**src/design/ecp_pkg.sv**
```systemverilog
package ecp_pkg;
    // counter and capture width
    localparam int CNT_W = 32;
    // reset values
    localparam logic [31:0] CNT_RST = 32'h0000_0000;
    localparam logic [31:0] REG_RST = 32'h0000_0000;
    // sync output pulse length in clock cycles
    localparam int SYNC_OUT_CYC = 8;
    localparam logic [3:0] SYNC_OUT_LEN = 4'h8;
    // interrupt flag positions
    localparam int FLG_CAP = 0;
    localparam int FLG_PRD = 1;
    localparam int FLG_CMP = 2;
    localparam int FLG_OVF = 3;
    localparam int FLG_W = 4;
    // operating modes
    typedef enum logic [1:0] {
        ECP_MODE_CAP = 2'b01,
        ECP_MODE_PWM = 2'b10
    } ecp_mode_type;
endpackage

```
**src/design/ecp_capture_pwm.sv**
```systemverilog
`timescale 1ns/1ps
// Operation
// - capture counter value on each qualified rising event edge
// - one mode bit selects capture or PWM
// - PWM counter counts up only
// - reg one period, reg two compare
// - reg three, four shadow period, compare
// - one shared four-register set both modes
// - counter takes sync input, drives sync output
// - all events merge onto one interrupt
// - clock gate bit halts all of the channel but the flag clear, interrupt and pin qualifiers
module ecp_capture_pwm (
    input wire logic i_clk, // subsystem clock, 125 MHz
    input wire logic i_reset_n, // async reset, active low
    input wire logic i_clk_enable, // system control clock gate bit
    input wire logic i_capture_pwm_select, // 0 capture, 1 auxiliary pwm
    input wire logic i_event_pin, // external capture event pin
    input wire logic i_sync_input, // sync from neighbour module
    input wire logic i_sync_in_enable, // accept sync input
    input wire logic i_sync_out_enable, // drive sync output on wrap or sync
    input wire logic [31:0] i_phase, // counter load value on sync
    input wire logic i_wr_en, // one-cycle write strobe for shared registers
    input wire logic [1:0] i_wr_sel, // register index 0..3
    input wire logic [31:0] i_wr_data, // write data
    input wire logic [3:0] i_int_enable, // per-event interrupt enables
    input wire logic [3:0] i_flag_clear, // one-cycle clear of event flags
    output logic [31:0] o_counter, // running counter
    output logic [31:0] o_capture_reg_one, // shared register one
    output logic [31:0] o_capture_reg_two, // shared register two
    output logic [31:0] o_capture_reg_three, // shared register three
    output logic [31:0] o_capture_reg_four, // shared register four
    output logic [1:0] o_capture_ptr, // next capture slot
    output logic o_pwm_out, // auxiliary pwm output
    output logic o_sync_output, // sync pulse to neighbours
    output logic [3:0] o_flags, // sticky event flags
    output logic o_channel_event_interrupt // interrupt to the interrupt expander
);
    typedef struct packed {
        ecp_pkg::ecp_mode_type mode;
        logic [31:0] cnt;
        logic [3:0][31:0] regs;
        logic [1:0] ptr;
        logic pwm;
        logic [3:0] sync_cnt;
        logic [3:0] flags;
        logic irq;
    } ecp_state_type;

    ecp_state_type st_q;
    ecp_state_type st_d;

    // how the channel behaves, cycle by cycle
    //
    // capture mode:
    // - the counter runs free from reset and wraps after all ones
    // - the wrap sets the overflow flag and may start a sync pulse
    // - a qualified rise of the event pin copies the counter into
    //   the slot that the capture pointer names, then the pointer
    //   moves on; slots fill zero, one, two, three and round again
    // - the pin crosses three flops, so the stored value lags the
    //   pin edge by a few cycles; software that measures intervals
    //   sees the same lag on every event, so differences stay exact
    // - a pulse shorter than two cycles may be missed by the qualifier
    //
    // auxiliary pwm mode:
    // - register one holds the active period, register two the
    //   active compare, registers three and four their shadows
    // - the counter climbs from zero to the period and then restarts,
    //   so one period lasts period plus one cycles
    // - the output is high from the restart until the counter
    //   reaches the compare value; compare zero keeps it low,
    //   compare above the period keeps it high
    // - shadows move into the active pair only on the restart, so a
    //   shadow pair written within one period never reaches the waveform half-written
    // - a write to the active pair that lands on the restart cycle
    //   loses to the shadow load; software should write the shadows
    //
    // both modes:
    // - the same four storage words are used; switching mode keeps
    //   their contents, so a captured value may become a period
    // - the mode register follows the select pin one cycle later,
    //   which keeps the case decode and the pin from racing
    // - an accepted sync input loads the phase word into the counter
    //   and wins over both counting and the pwm restart
    // - flags are sticky; a clear pulse drops them, but an event in
    //   the same cycle keeps its flag set, so no event is lost
    // - the interrupt is the registered or of enabled next flags
    // - with the clock gate low everything but the flag clear, the interrupt and the pin qualifiers holds;
    //   pin edges seen while gated are dropped, not queued

    logic evt_rise;
    logic sync_rise;

    // pins from outside cross through the three-stage qualifier
    ecp_sync3 u_evt_sync (
        .i_clk(i_clk),
        .i_reset_n(i_reset_n),
        .i_pin(i_event_pin),
        .o_level(),
        .o_rise(evt_rise)
    );

    ecp_sync3 u_sync_sync (
        .i_clk(i_clk),
        .i_reset_n(i_reset_n),
        .i_pin(i_sync_input),
        .o_level(),
        .o_rise(sync_rise)
    );

    // one-hot select of a register in the shared set, used for write and capture
    function automatic logic [3:0] slot_hit(input logic [1:0] idx);
        slot_hit = 4'h1 << idx;
    endfunction

    logic [3:0] ev_set;
    logic wrap;
    logic do_sync;
    logic cmp_hit;
    logic [3:0] wr_hit;
    logic [3:0] cap_hit;

    always_comb begin
        st_d = st_q;
        ev_set = 4'h0;
        wrap = 1'b0;
        cmp_hit = 1'b0;
        wr_hit = i_wr_en ? slot_hit(i_wr_sel) : 4'h0;
        cap_hit = 4'h0;
        do_sync = i_sync_in_enable & sync_rise;
        // gated clock: all but the flag clear and interrupt holds, no events, no writes
        if (i_clk_enable) begin
            st_d.mode = i_capture_pwm_select ? ecp_pkg::ECP_MODE_PWM
                                             : ecp_pkg::ECP_MODE_CAP;
            case (st_q.mode)
                ecp_pkg::ECP_MODE_CAP: begin
                    // free-running counter, rollover reported as overflow
                    st_d.cnt = st_q.cnt + 32'h0000_0001;
                    if (st_q.cnt == 32'hFFFF_FFFF) begin
                        ev_set[ecp_pkg::FLG_OVF] = 1'b1;
                        wrap = 1'b1;
                    end
                    if (evt_rise) begin
                        cap_hit = slot_hit(st_q.ptr);
                        st_d.ptr = st_q.ptr + 2'h1;
                        ev_set[ecp_pkg::FLG_CAP] = 1'b1;
                    end
                end
                ecp_pkg::ECP_MODE_PWM: begin
                    // up-count only; a count at or above the period restarts the cycle
                    if (st_q.cnt >= st_q.regs[0]) begin
                        st_d.cnt = ecp_pkg::CNT_RST;
                        wrap = 1'b1;
                        ev_set[ecp_pkg::FLG_PRD] = 1'b1;
                        // shadow transfer only at the boundary avoids glitches
                        st_d.regs[0] = st_q.regs[2];
                        st_d.regs[1] = st_q.regs[3];
                    end else begin
                        st_d.cnt = st_q.cnt + 32'h0000_0001;
                    end
                    cmp_hit = (st_q.cnt == st_q.regs[1]);
                    if (cmp_hit) begin
                        ev_set[ecp_pkg::FLG_CMP] = 1'b1;
                    end
                    // high from period start until compare match
                    st_d.pwm = (st_d.cnt < st_d.regs[1]);
                end
                default: begin
                    st_d.mode = ecp_pkg::ECP_MODE_CAP;
                end
            endcase
            // sync input loads the phase value, taking priority over counting
            if (do_sync) begin
                st_d.cnt = i_phase;
            end
            // same four storage words serve both modes
            for (int i = 0; i < 4; i++) begin
                if (cap_hit[i]) begin
                    st_d.regs[i] = st_q.cnt;
                end else if (wr_hit[i]
                             && !(wrap && st_q.mode == ecp_pkg::ECP_MODE_PWM
                                  && i < 2)) begin
                    st_d.regs[i] = i_wr_data;
                end
            end
            if (st_q.mode == ecp_pkg::ECP_MODE_CAP) begin
                st_d.pwm = 1'b0;
            end
            // sync output stretched so neighbours see it on their own qualifiers
            if (i_sync_out_enable && (wrap || do_sync)) begin
                st_d.sync_cnt = ecp_pkg::SYNC_OUT_LEN;
            end else if (st_q.sync_cnt != 4'h0) begin
                st_d.sync_cnt = st_q.sync_cnt - 4'h1;
            end
        end
        // set wins over clear so no event is lost
        st_d.flags = (st_q.flags & ~i_flag_clear) | ev_set;
        st_d.irq = |(st_d.flags & i_int_enable);
    end

    always_ff @(posedge i_clk or negedge i_reset_n) begin
        if (!i_reset_n) begin
            st_q.mode <= ecp_pkg::ECP_MODE_CAP;
            st_q.cnt <= ecp_pkg::CNT_RST;
            st_q.regs <= {4{ecp_pkg::REG_RST}};
            st_q.ptr <= 2'h0;
            st_q.pwm <= 1'b0;
            st_q.sync_cnt <= 4'h0;
            st_q.flags <= 4'h0;
            st_q.irq <= 1'b0;
        end else begin
            st_q <= st_d;
        end
    end

    // outputs straight from state flops, except sync output, the nonzero decode of the stretch count
    assign o_counter = st_q.cnt;
    assign o_capture_reg_one = st_q.regs[0];
    assign o_capture_reg_two = st_q.regs[1];
    assign o_capture_reg_three = st_q.regs[2];
    assign o_capture_reg_four = st_q.regs[3];
    assign o_capture_ptr = st_q.ptr;
    assign o_pwm_out = st_q.pwm;
    assign o_sync_output = (st_q.sync_cnt != 4'h0);
    assign o_flags = st_q.flags;
    assign o_channel_event_interrupt = st_q.irq;
endmodule

```
**src/design/ecp_sync3.sv**
```systemverilog
`timescale 1ns/1ps
// three-stage pin synchroniser; a change counts once stages two and three agree
module ecp_sync3 (
    input wire logic i_clk, // system clock
    input wire logic i_reset_n, // async reset, active low
    input wire logic i_pin, // asynchronous pin
    output logic o_level, // qualified level
    output logic o_rise // one-cycle pulse on qualified rise
);
    typedef struct packed {
        logic s1;
        logic s2;
        logic s3;
        logic lvl;
    } ecp_sync_type;
    ecp_sync_type st_q;
    ecp_sync_type st_d;

    // stage one feeds only stage two
    always_comb begin
        st_d = st_q;
        st_d.s1 = i_pin;
        st_d.s2 = st_q.s1;
        st_d.s3 = st_q.s2;
        if (st_q.s2 == st_q.s3) begin
            st_d.lvl = st_q.s3;
        end
    end

    always_ff @(posedge i_clk or negedge i_reset_n) begin
        if (!i_reset_n) begin
            st_q <= '0;
        end else begin
            st_q <= st_d;
        end
    end

    assign o_level = st_q.lvl;
    assign o_rise = st_d.lvl & ~st_q.lvl;
endmodule

```
**config.mk**
```make
export PLATFORM = sky130hd
export DESIGN_NAME = ecp_capture_pwm
export DESIGN_NICKNAME = d
export VERILOG_FILES = /design/src/design/ecp_pkg.sv /design/src/design/ecp_capture_pwm.sv /design/src/design/ecp_sync3.sv
export SDC_FILE = /design/constraint.sdc
export NUM_CORES = 1
export LEC_CHECK = 0
export ABC_AREA = 1
export BUFFER_PORTS_ARGS = -buffer_cell sky130_fd_sc_hd__buf_2
export CAP_MARGIN = 20
export CELL_PAD_IN_SITES_DETAIL_PLACEMENT = 1
export CELL_PAD_IN_SITES_GLOBAL_PLACEMENT = 2
export CORE_MARGIN = 4
export CORE_UTILIZATION = 34
export CTS_CLUSTER_SIZE = 25
export DETAILED_ROUTE_END_ITERATION = 7
export GPL_TIMING_DRIVEN = 1
export PLACE_DENSITY = 0.89
export SYNTH_ARGS = -nofsm -noshare
export SYNTH_HDL_FRONTEND = slang
export SYNTH_SLANG_ARGS = --single-unit
```
**constraint.sdc**
```tcl
create_clock -name i_clk -period 8.8 [get_ports i_clk]
set_input_delay 0.88 -clock i_clk [delete_from_list [all_inputs] [get_ports i_clk]]
set_output_delay 0.88 -clock i_clk [all_outputs]
set_load 0.05 [all_outputs]
```
# ---- Word-level counts from Yosys, hierarchy flattened
# Cells that the tools add are included.
dict set report totals {
  register_bits 182
  inputBits 83
  out_inout_bits 169
  word_cells 105
}
dict set report classes {
  add_sub_neg 3
  n_lt_le_gt_ge 2
  n_eq_ne 7
  n_shift 2
  muxes 39
  n_bitwise 9
  n_reduce_logical 24
}
# operator count
set op_table {}
lappend op_table {{32-bit 2-to-1 mux} 12}
lappend op_table {{64-bit 2-to-1 mux} 4}
lappend op_table {{32-bit one-hot mux with 2 select lines} 1}
lappend op_table {{32-bit by 1-bit adder with 32-bit output (second input constant)} 1}
lappend op_table {{32-bit == test} 1}
lappend op_table {{32-bit == test (second input constant)} 1}
lappend op_table {{32-bit greater-or-equal comparator} 1}
lappend op_table {{32-bit < comparator} 1}
lappend op_table {{4-bit 2-to-1 mux} 7}
lappend op_table {{2-bit AND reduction} 6}
lappend op_table {{1-bit 2-to-1 mux} 11}
lappend op_table {{3-bit nonzero test} 3}
lappend op_table {{4-bit bitwise AND} 2}
lappend op_table {{2-bit nonzero test} 4}
lappend op_table {{1-bit by 2-bit << shifter with 4-bit output (first input constant)} 2}
lappend op_table {{2-bit 2-to-1 mux} 3}
lappend op_table {{3-bit AND reduction} 2}
lappend op_table {{1-bit logical AND} 4}
lappend op_table {{4-bit by 1-bit inequality test with 1-bit output (second input constant)} 1}
lappend op_table {{4-bit inverter} 1}
lappend op_table {{4-bit OR} 1}
lappend op_table {{4-bit nonzero test} 1}
lappend op_table {{4-bit OR reduction} 1}
lappend op_table {{4-bit by 1-bit subtractor with 4-bit output (second input constant)} 1}
lappend op_table {{other kinds (10)} 14}

# ---- Depth between registers and ports, before layout
dict set report logic_depth {
  word_depth 9
  ltp_mapped 30
  mapped_depth_nobuf 27
}

# ---- Cells and area by module
# A second synthesis with hierarchy kept.
dict set report unflattened {
  hier_cells 1954
  area_unflattened_um2 13867.0
}
# mod instances cells_each area_each_um2 seq_area_each_um2
set modules_own_cells {}
lappend modules_own_cells {ecp_capture_pwm 1 1934 13619.3 4355.4}
lappend modules_own_cells {ecp_sync3 2 10 123.9 100.1}

# ---- Least setup slack after synthesis
# Ideal clock, no wire load.
dict set report synth_path {
  path_type {register to register}
  startpoint {register st_q (netlist bit o_counter[0])}
  endpoint {register st_q (netlist bit o_pwm_out)}
  setup_time_ns 0.120
  t_arrival_ns 3.454
  required_time_ns 8.680
  setup_slack_ns 5.225
  path_stages_with_launch 23
  path_buffers 4
  synth_period_minus_slack_ns 3.575
  path_cell_list {dfrtp_1 inv_1 ha_1 nand4_1 nor2_1 nor2_1 nand2_1 nand2_1 nand2_1 nand2_1 nand2_1 clkbuf_1 clkbuf_1 clkbuf_1 buf_1 nor2_1 ha_1 nand4_1 or3_1 nor4_1 nand2_1 nand2_1 nand2_1}
}
dict set report synth_between {
  elab_chain_cells 7
  elab_cells_between_ends 11
  cone_classes {add/sub: 1; order compare: 2; mux: 8}
}
# element line
set synth_rtl {}
lappend synth_rtl {{start: declaration} ecp_capture_pwm.sv:49} ;# ecp_state_type st_q;
lappend synth_rtl {{start signal: assignment} ecp_capture_pwm.sv:212} ;# st_q <= st_d;
lappend synth_rtl {{32-bit by 1-bit adder with 32-bit output or 32-bit greater-or-equal comparator (tied branches)} {ecp_capture_pwm.sv:159, ecp_capture_pwm.sv:151}}
lappend synth_rtl {{32-bit 2-to-1 mux or 64-bit 2-to-1 mux (tied branches)} ecp_capture_pwm.sv:151} ;# if (st_q.cnt >= st_q.regs[0]) begin
lappend synth_rtl {{32-bit 2-to-1 mux or 64-bit 2-to-1 mux (tied branches)} ecp_capture_pwm.sv:135} ;# case (st_q.mode)
lappend synth_rtl {{32-bit 2-to-1 mux or 64-bit 2-to-1 mux (tied branches)} ecp_capture_pwm.sv:132} ;# if (i_clk_enable) begin
lappend synth_rtl {{32-bit < comparator *} ecp_capture_pwm.sv:166} ;# st_d.pwm = (st_d.cnt < st_d.regs[1]);
lappend synth_rtl {{1-bit 2-to-1 mux *} ecp_capture_pwm.sv:135}
lappend synth_rtl {{1-bit 2-to-1 mux *} ecp_capture_pwm.sv:186} ;# if (st_q.mode == ecp_pkg::ECP_MODE_CAP) begin
# Mark *: on every way between the ends. The rest lies on a longest branch, timed or not. The select of a mux whose other input is x is not followed.
# A chain may end at the register's enable or synchronous reset.

# ---- Worst setup path in the final report
dict set report layout_path {
  startpoint {register st_q (netlist bit o_counter[31])}
  endpoint {register st_q (netlist bit o_pwm_out)}
}
# Same word-level chain as after synthesis.

==> out/qor.csv <==
stage;metric;value;unit
status;status;completed;
yosys;most area-hungry cell type in the Yosys netlist;dfrtp_1;
critical_path;CP max stage cell;buf_4;
cells_and_area;Non-Filler Instances;2437;
yosys;largest family of logic cells by synthesized area;simple AND/OR/NAND/NOR gates;
power;power per cell area;494;mW/mm^2
clocking;hold buffer count at CTS;0;
timing;Final min period;4970;ps
timing;Hold Vio Cnt, Final;0;
power;Static Leak;0.00747;uW
grt;initial antenna violation count;4;
critical_path;Reg2Reg Depth;16;
critical_path;worst-path cell chain;ha_1, nand2_1, nor2_1, nand4_1, a21oi_1, nor2_1, nand2_4, buf_4, o21ai_0, ha_1, nand4_1, or3_1, nor4_1, nand2_1, nand2_1, nand2_1;
floorplan;initial core utilization;34.8;%
clocking;Clock Sinks;182;
worst_hold_path;HP Start;u_sync_sync.st_d[2]$_DFF_PN0_;
timing;clk_skew;16.4;ps
timing;Final Cycle Share;56.5;%
timing;setup_tns;0;ps
worst_hold_path;Worst Hold Depth;0;
timing;actual slew at the worst max-slew pin;963;ps
critical_path;critical path buffer and inverter count;1;
yosys;Syn Nets;2042;
cells_and_area;multi-input logic area;0.00663;mm^2
detailed_routing;Avg Vias per Cell;5.52;
yosys;sequential area share after synthesis;33.5;%
placed_design;# port buffers;251;
floorplan;DIE HEIGHT;208;um
yosys;Yosys top cell area share;33.3;%
clocking;TritonCTS buffer count;17;
yosys;Synth Register Bits;182;
yosys;synth warn;0;
worst_hold_path;WHS Endpoint;u_sync_sync.st_d[1]$_DFF_PN0_;
detailed_routing;Avg WL per Cell;23.4;um
timing;max frequency;201;MHz
critical_path;CP max FO;73;
power;Peak supply drop;168;uV
timing;setup violators final;0;
critical_path;r2r endpoint;o_pwm_out$_DFFE_PN0P_;
grt;vias in the first global route;14054;
placed_design;gpl congestion;0.931;
yosys;mux cell area share after synthesis;0;%
floorplan;die width;208;um
floorplan;Die ar.;0.0432;mm^2
critical_path;Worst EP required;9130;ps
worst_hold_path;worst hold path type;flop to flop;
critical_path;Worst path top cell family by delay;simple AND/OR/NAND/NOR gates;
critical_path;RR Startpoint;o_counter[31]$_DFFE_PN0P_;
yosys;post-synth design cell area;0.0136;mm^2
floorplan;IO Pins;252;
yosys;simple-gate area share of the yosys netlist;23.1;%
detailed_routing;via count;13458;
critical_path;cell mode on critical path;nand2_1;
placed_design;placed insts;2406;
cells_and_area;layout cells sized above 1;17.2;%
run;Max-Cap Viols;0;
clocking;Root Driver;clkbuf_16;
detailed_routing;DR iter-0 viols;1086;
cells_and_area;Layout area overhead;7.91;%
grt;first-pass GRT wire length;86.9;mm
detailed_routing;post-route ant nets;0;
critical_path;crit path DAT;5310;ps
clocking;TritonCTS clock tree;yes;
timing;RSZ-0062 raised after global routing;no;
critical_path;crit path launch type;flop;
clocking;Reg clk slew, reported paths;80;ps
yosys;Gate Count Post-Synth;1887;
yosys;synth top area cells;dfrtp_1 33%, nand2_1 11%, buf_4 9.5%;
floorplan;row count;72;
detailed_routing;DR DRC count;0;
cells_and_area;Post-layout nets;2062;
yosys;Syn Area/Cell;7.20;um^2
grt;global route overflow;0;
cells_and_area;Reg area;0.00456;mm^2
critical_path;Crit. End Element;flop;
yosys;Synth Area in XOR/XNOR;2.19;%
clocking;clk_lat worst skew;460;ps
grt;gr usage total;25.7;%
clocking;CTS Buffer Depth;2;
floorplan;core outline area;0.0391;mm^2
detailed_routing;Detailed Routing Iterations Pass 1;6;
critical_path;Reg2Reg Setup Slack;3830;ps
timing;Worst slew margin;35.6;%
grt;largest net degree at the start of global routing;84;
clocking;H-tree levels;4;
cells_and_area;fillcell total;4958;
clocking;# Post-CTS Setup Buffers;0;
yosys;post-synthesis adder-cell area fraction;6.78;%
clocking;PostCTS Resize Cnt;0;
detailed_routing;detailed-route wire length;57.0;mm
timing;final max-slew violation count;0;
critical_path;Slowest Stage Delay on Critical Path;780;ps
placed_design;hpwl dp;41.5;mm
yosys;Compound-Gate Fraction of Synth Area;16.3;%
critical_path;critical path type;flop to flop;
yosys;number of library cell types mapped by synthesis;44;
cells in the mapped netlist (all sizes together):
master	count
nor4	8
maj3	2
or2	2
xnor2	2
a211oi	2
dfstp	1
o21ai	132
nand2	392
buf	191
nor2	137
a21oi	124
clkbuf	78
o31ai	1
or3	1
nand3	172
a2111oi	1
nor3	15
nand4	15
dfrtp	181
ha	72
a221oi	7
xor2	32
a22oi	20
inv	198
nand3b	1
o22ai	8
a31oi	39
o211ai	35
clkinv	3
o21a	15
placed cells by master, fill, tap and decap left out, types with 3 or more instances in the layout:
| master | netlist | final |
|---|---|---|
| nand2_1 | 388 | 385 |
| buf_2 | 7 | 250 |
| inv_1 | 189 | 189 |
| dfrtp_1 | 181 | 181 |
| nand3_1 | 172 | 172 |
| nor2_1 | 134 | 134 |
| a21oi_1 | 123 | 121 |
| o21ai_0 | 116 | 116 |
| ha_1 | 72 | 72 |
| a31oi_1 | 38 | 38 |
| o211ai_1 | 35 | 35 |
| xor2_1 | 32 | 32 |
| a22oi_1 | 20 | 20 |
| buf_4 | 172 | 18 |
| clkbuf_16 | 0 | 17 |
| o21ai_1 | 16 | 16 |
| nand4_1 | 15 | 15 |
| o21a_1 | 15 | 15 |
| nor3_1 | 12 | 12 |
| inv_2 | 9 | 9 |
| nor4_1 | 8 | 8 |
| o22ai_1 | 8 | 8 |
| a221oi_1 | 7 | 7 |
| nand2_2 | 3 | 5 |
| bufinv_16 | 0 | 5 |
| clkinvlp_4 | 0 | 4 |
| clkinv_1 | 3 | 3 |
| clkbuf_8 | 0 | 3 |
stage by stage:
| step | power, uW | util, % | hold slack (ps) | worst slack, ps | cell area [um^2] |
|---|---|---|---|---|---|
| floorplan | 5390 | - | 331 | 5230 | 13600 |
| global placement | 6190 | 35.8 | 332 | 3990 | 14000 |
| detailed placement | 6330 | 35.8 | 336 | 3890 | 14000 |
| CTS | 7250 | 37.5 | 352 | 3850 | 14700 |
| global route | 7770 | 37.5 | 360 | 3530 | 14700 |
| finish | 7240 | 37.5 | 349 | 3830 | 14700 |
worst register-to-register path, stage by stage (launching register included):
cell and delay (ps):
dfrtp_1 500, ha_1 370, nand2_1 80, nor2_1 160, nand4_1 270, a21oi_1 230
nor2_1 100, nand2_4 500, buf_4 790, o21ai_0 310, ha_1 410, nand4_1 170
or3_1 400, nor4_1 210, nand2_1 120, nand2_1 160, nand2_1 80
final cells by class:
class                      instances  share of cell area (%)
multi-input combinational       1235                    45.2
sequential                       182                    31.1
timing repair buffer             270                    9.74
inverter                         201                    5.15
tap                              518                    4.42
clock buffer                      19                    3.09
clock inverter                    11                    1.35
antenna                            1                  0.0171
per-layer routing:
layer  up-vias  GRT usage, %  share of wire, %
met1      6845          34.6                45
met5         -             0             0.039
met3        87          4.46               5.5
met4         4          8.11               2.8
li1       6105             -                 -
met2       417          42.2                47
power breakdown:
group | total (uW) | switching [uW] | leakage [uW] | internal (uW)
Combinational | 4620 | 3400 | 0.00503 | 1220
Clock | 894 | 375 | 0.000304 | 519
Sequential | 1730 | 525 | 0.00214 | 1200
sequential cells by signal, indices dropped and copies added, names as in the netlist:
register                   flops
o_pwm_out                      1
o_capture_ptr                  2
o_capture_reg_three           32
u_evt_sync.st_q                1
o_capture_reg_four            32
u_sync_sync.st_q               1
o_capture_reg_two             32
u_evt_sync.o_level             1
o_capture_reg_one             32
o_counter                     32
o_channel_event_interrupt      1
u_sync_sync.o_level            1
u_evt_sync.st_d                2
st_q                           6
o_flags                        4
u_sync_sync.st_d               2
worst max-delay path by stage:
stage	cells after the start	startpoint	to
after floorplan	22	o_counter[0]$_DFFE_PN0P_	o_pwm_out$_DFFE_PN0P_
after global placement	12	st_q[172]$_DFFE_PN1P_	o_capture_reg_three[24]$_DFFE_PN0P_
after detailed placement	16	o_counter[31]$_DFFE_PN0P_	o_pwm_out$_DFFE_PN0P_
after CTS	16	o_counter[31]$_DFFE_PN0P_	o_pwm_out$_DFFE_PN0P_
after global routing	19	o_counter[0]$_DFFE_PN0P_	o_pwm_out$_DFFE_PN0P_
final	16	o_counter[31]$_DFFE_PN0P_	o_pwm_out$_DFFE_PN0P_
cells by family (layout without fill, tap and decap cells):
kind of cell               after synthesis  in the layout
adders and majority gates               74             74
other                                    0              1
xor gates and xnor gates                34             34
DFF                                    182            182
buffers and inverters                  470            501
and+or+nand+nor                        743            743
AOI/OAI and AO/OA                      384            384
Power figures use the tool's default switching activity.
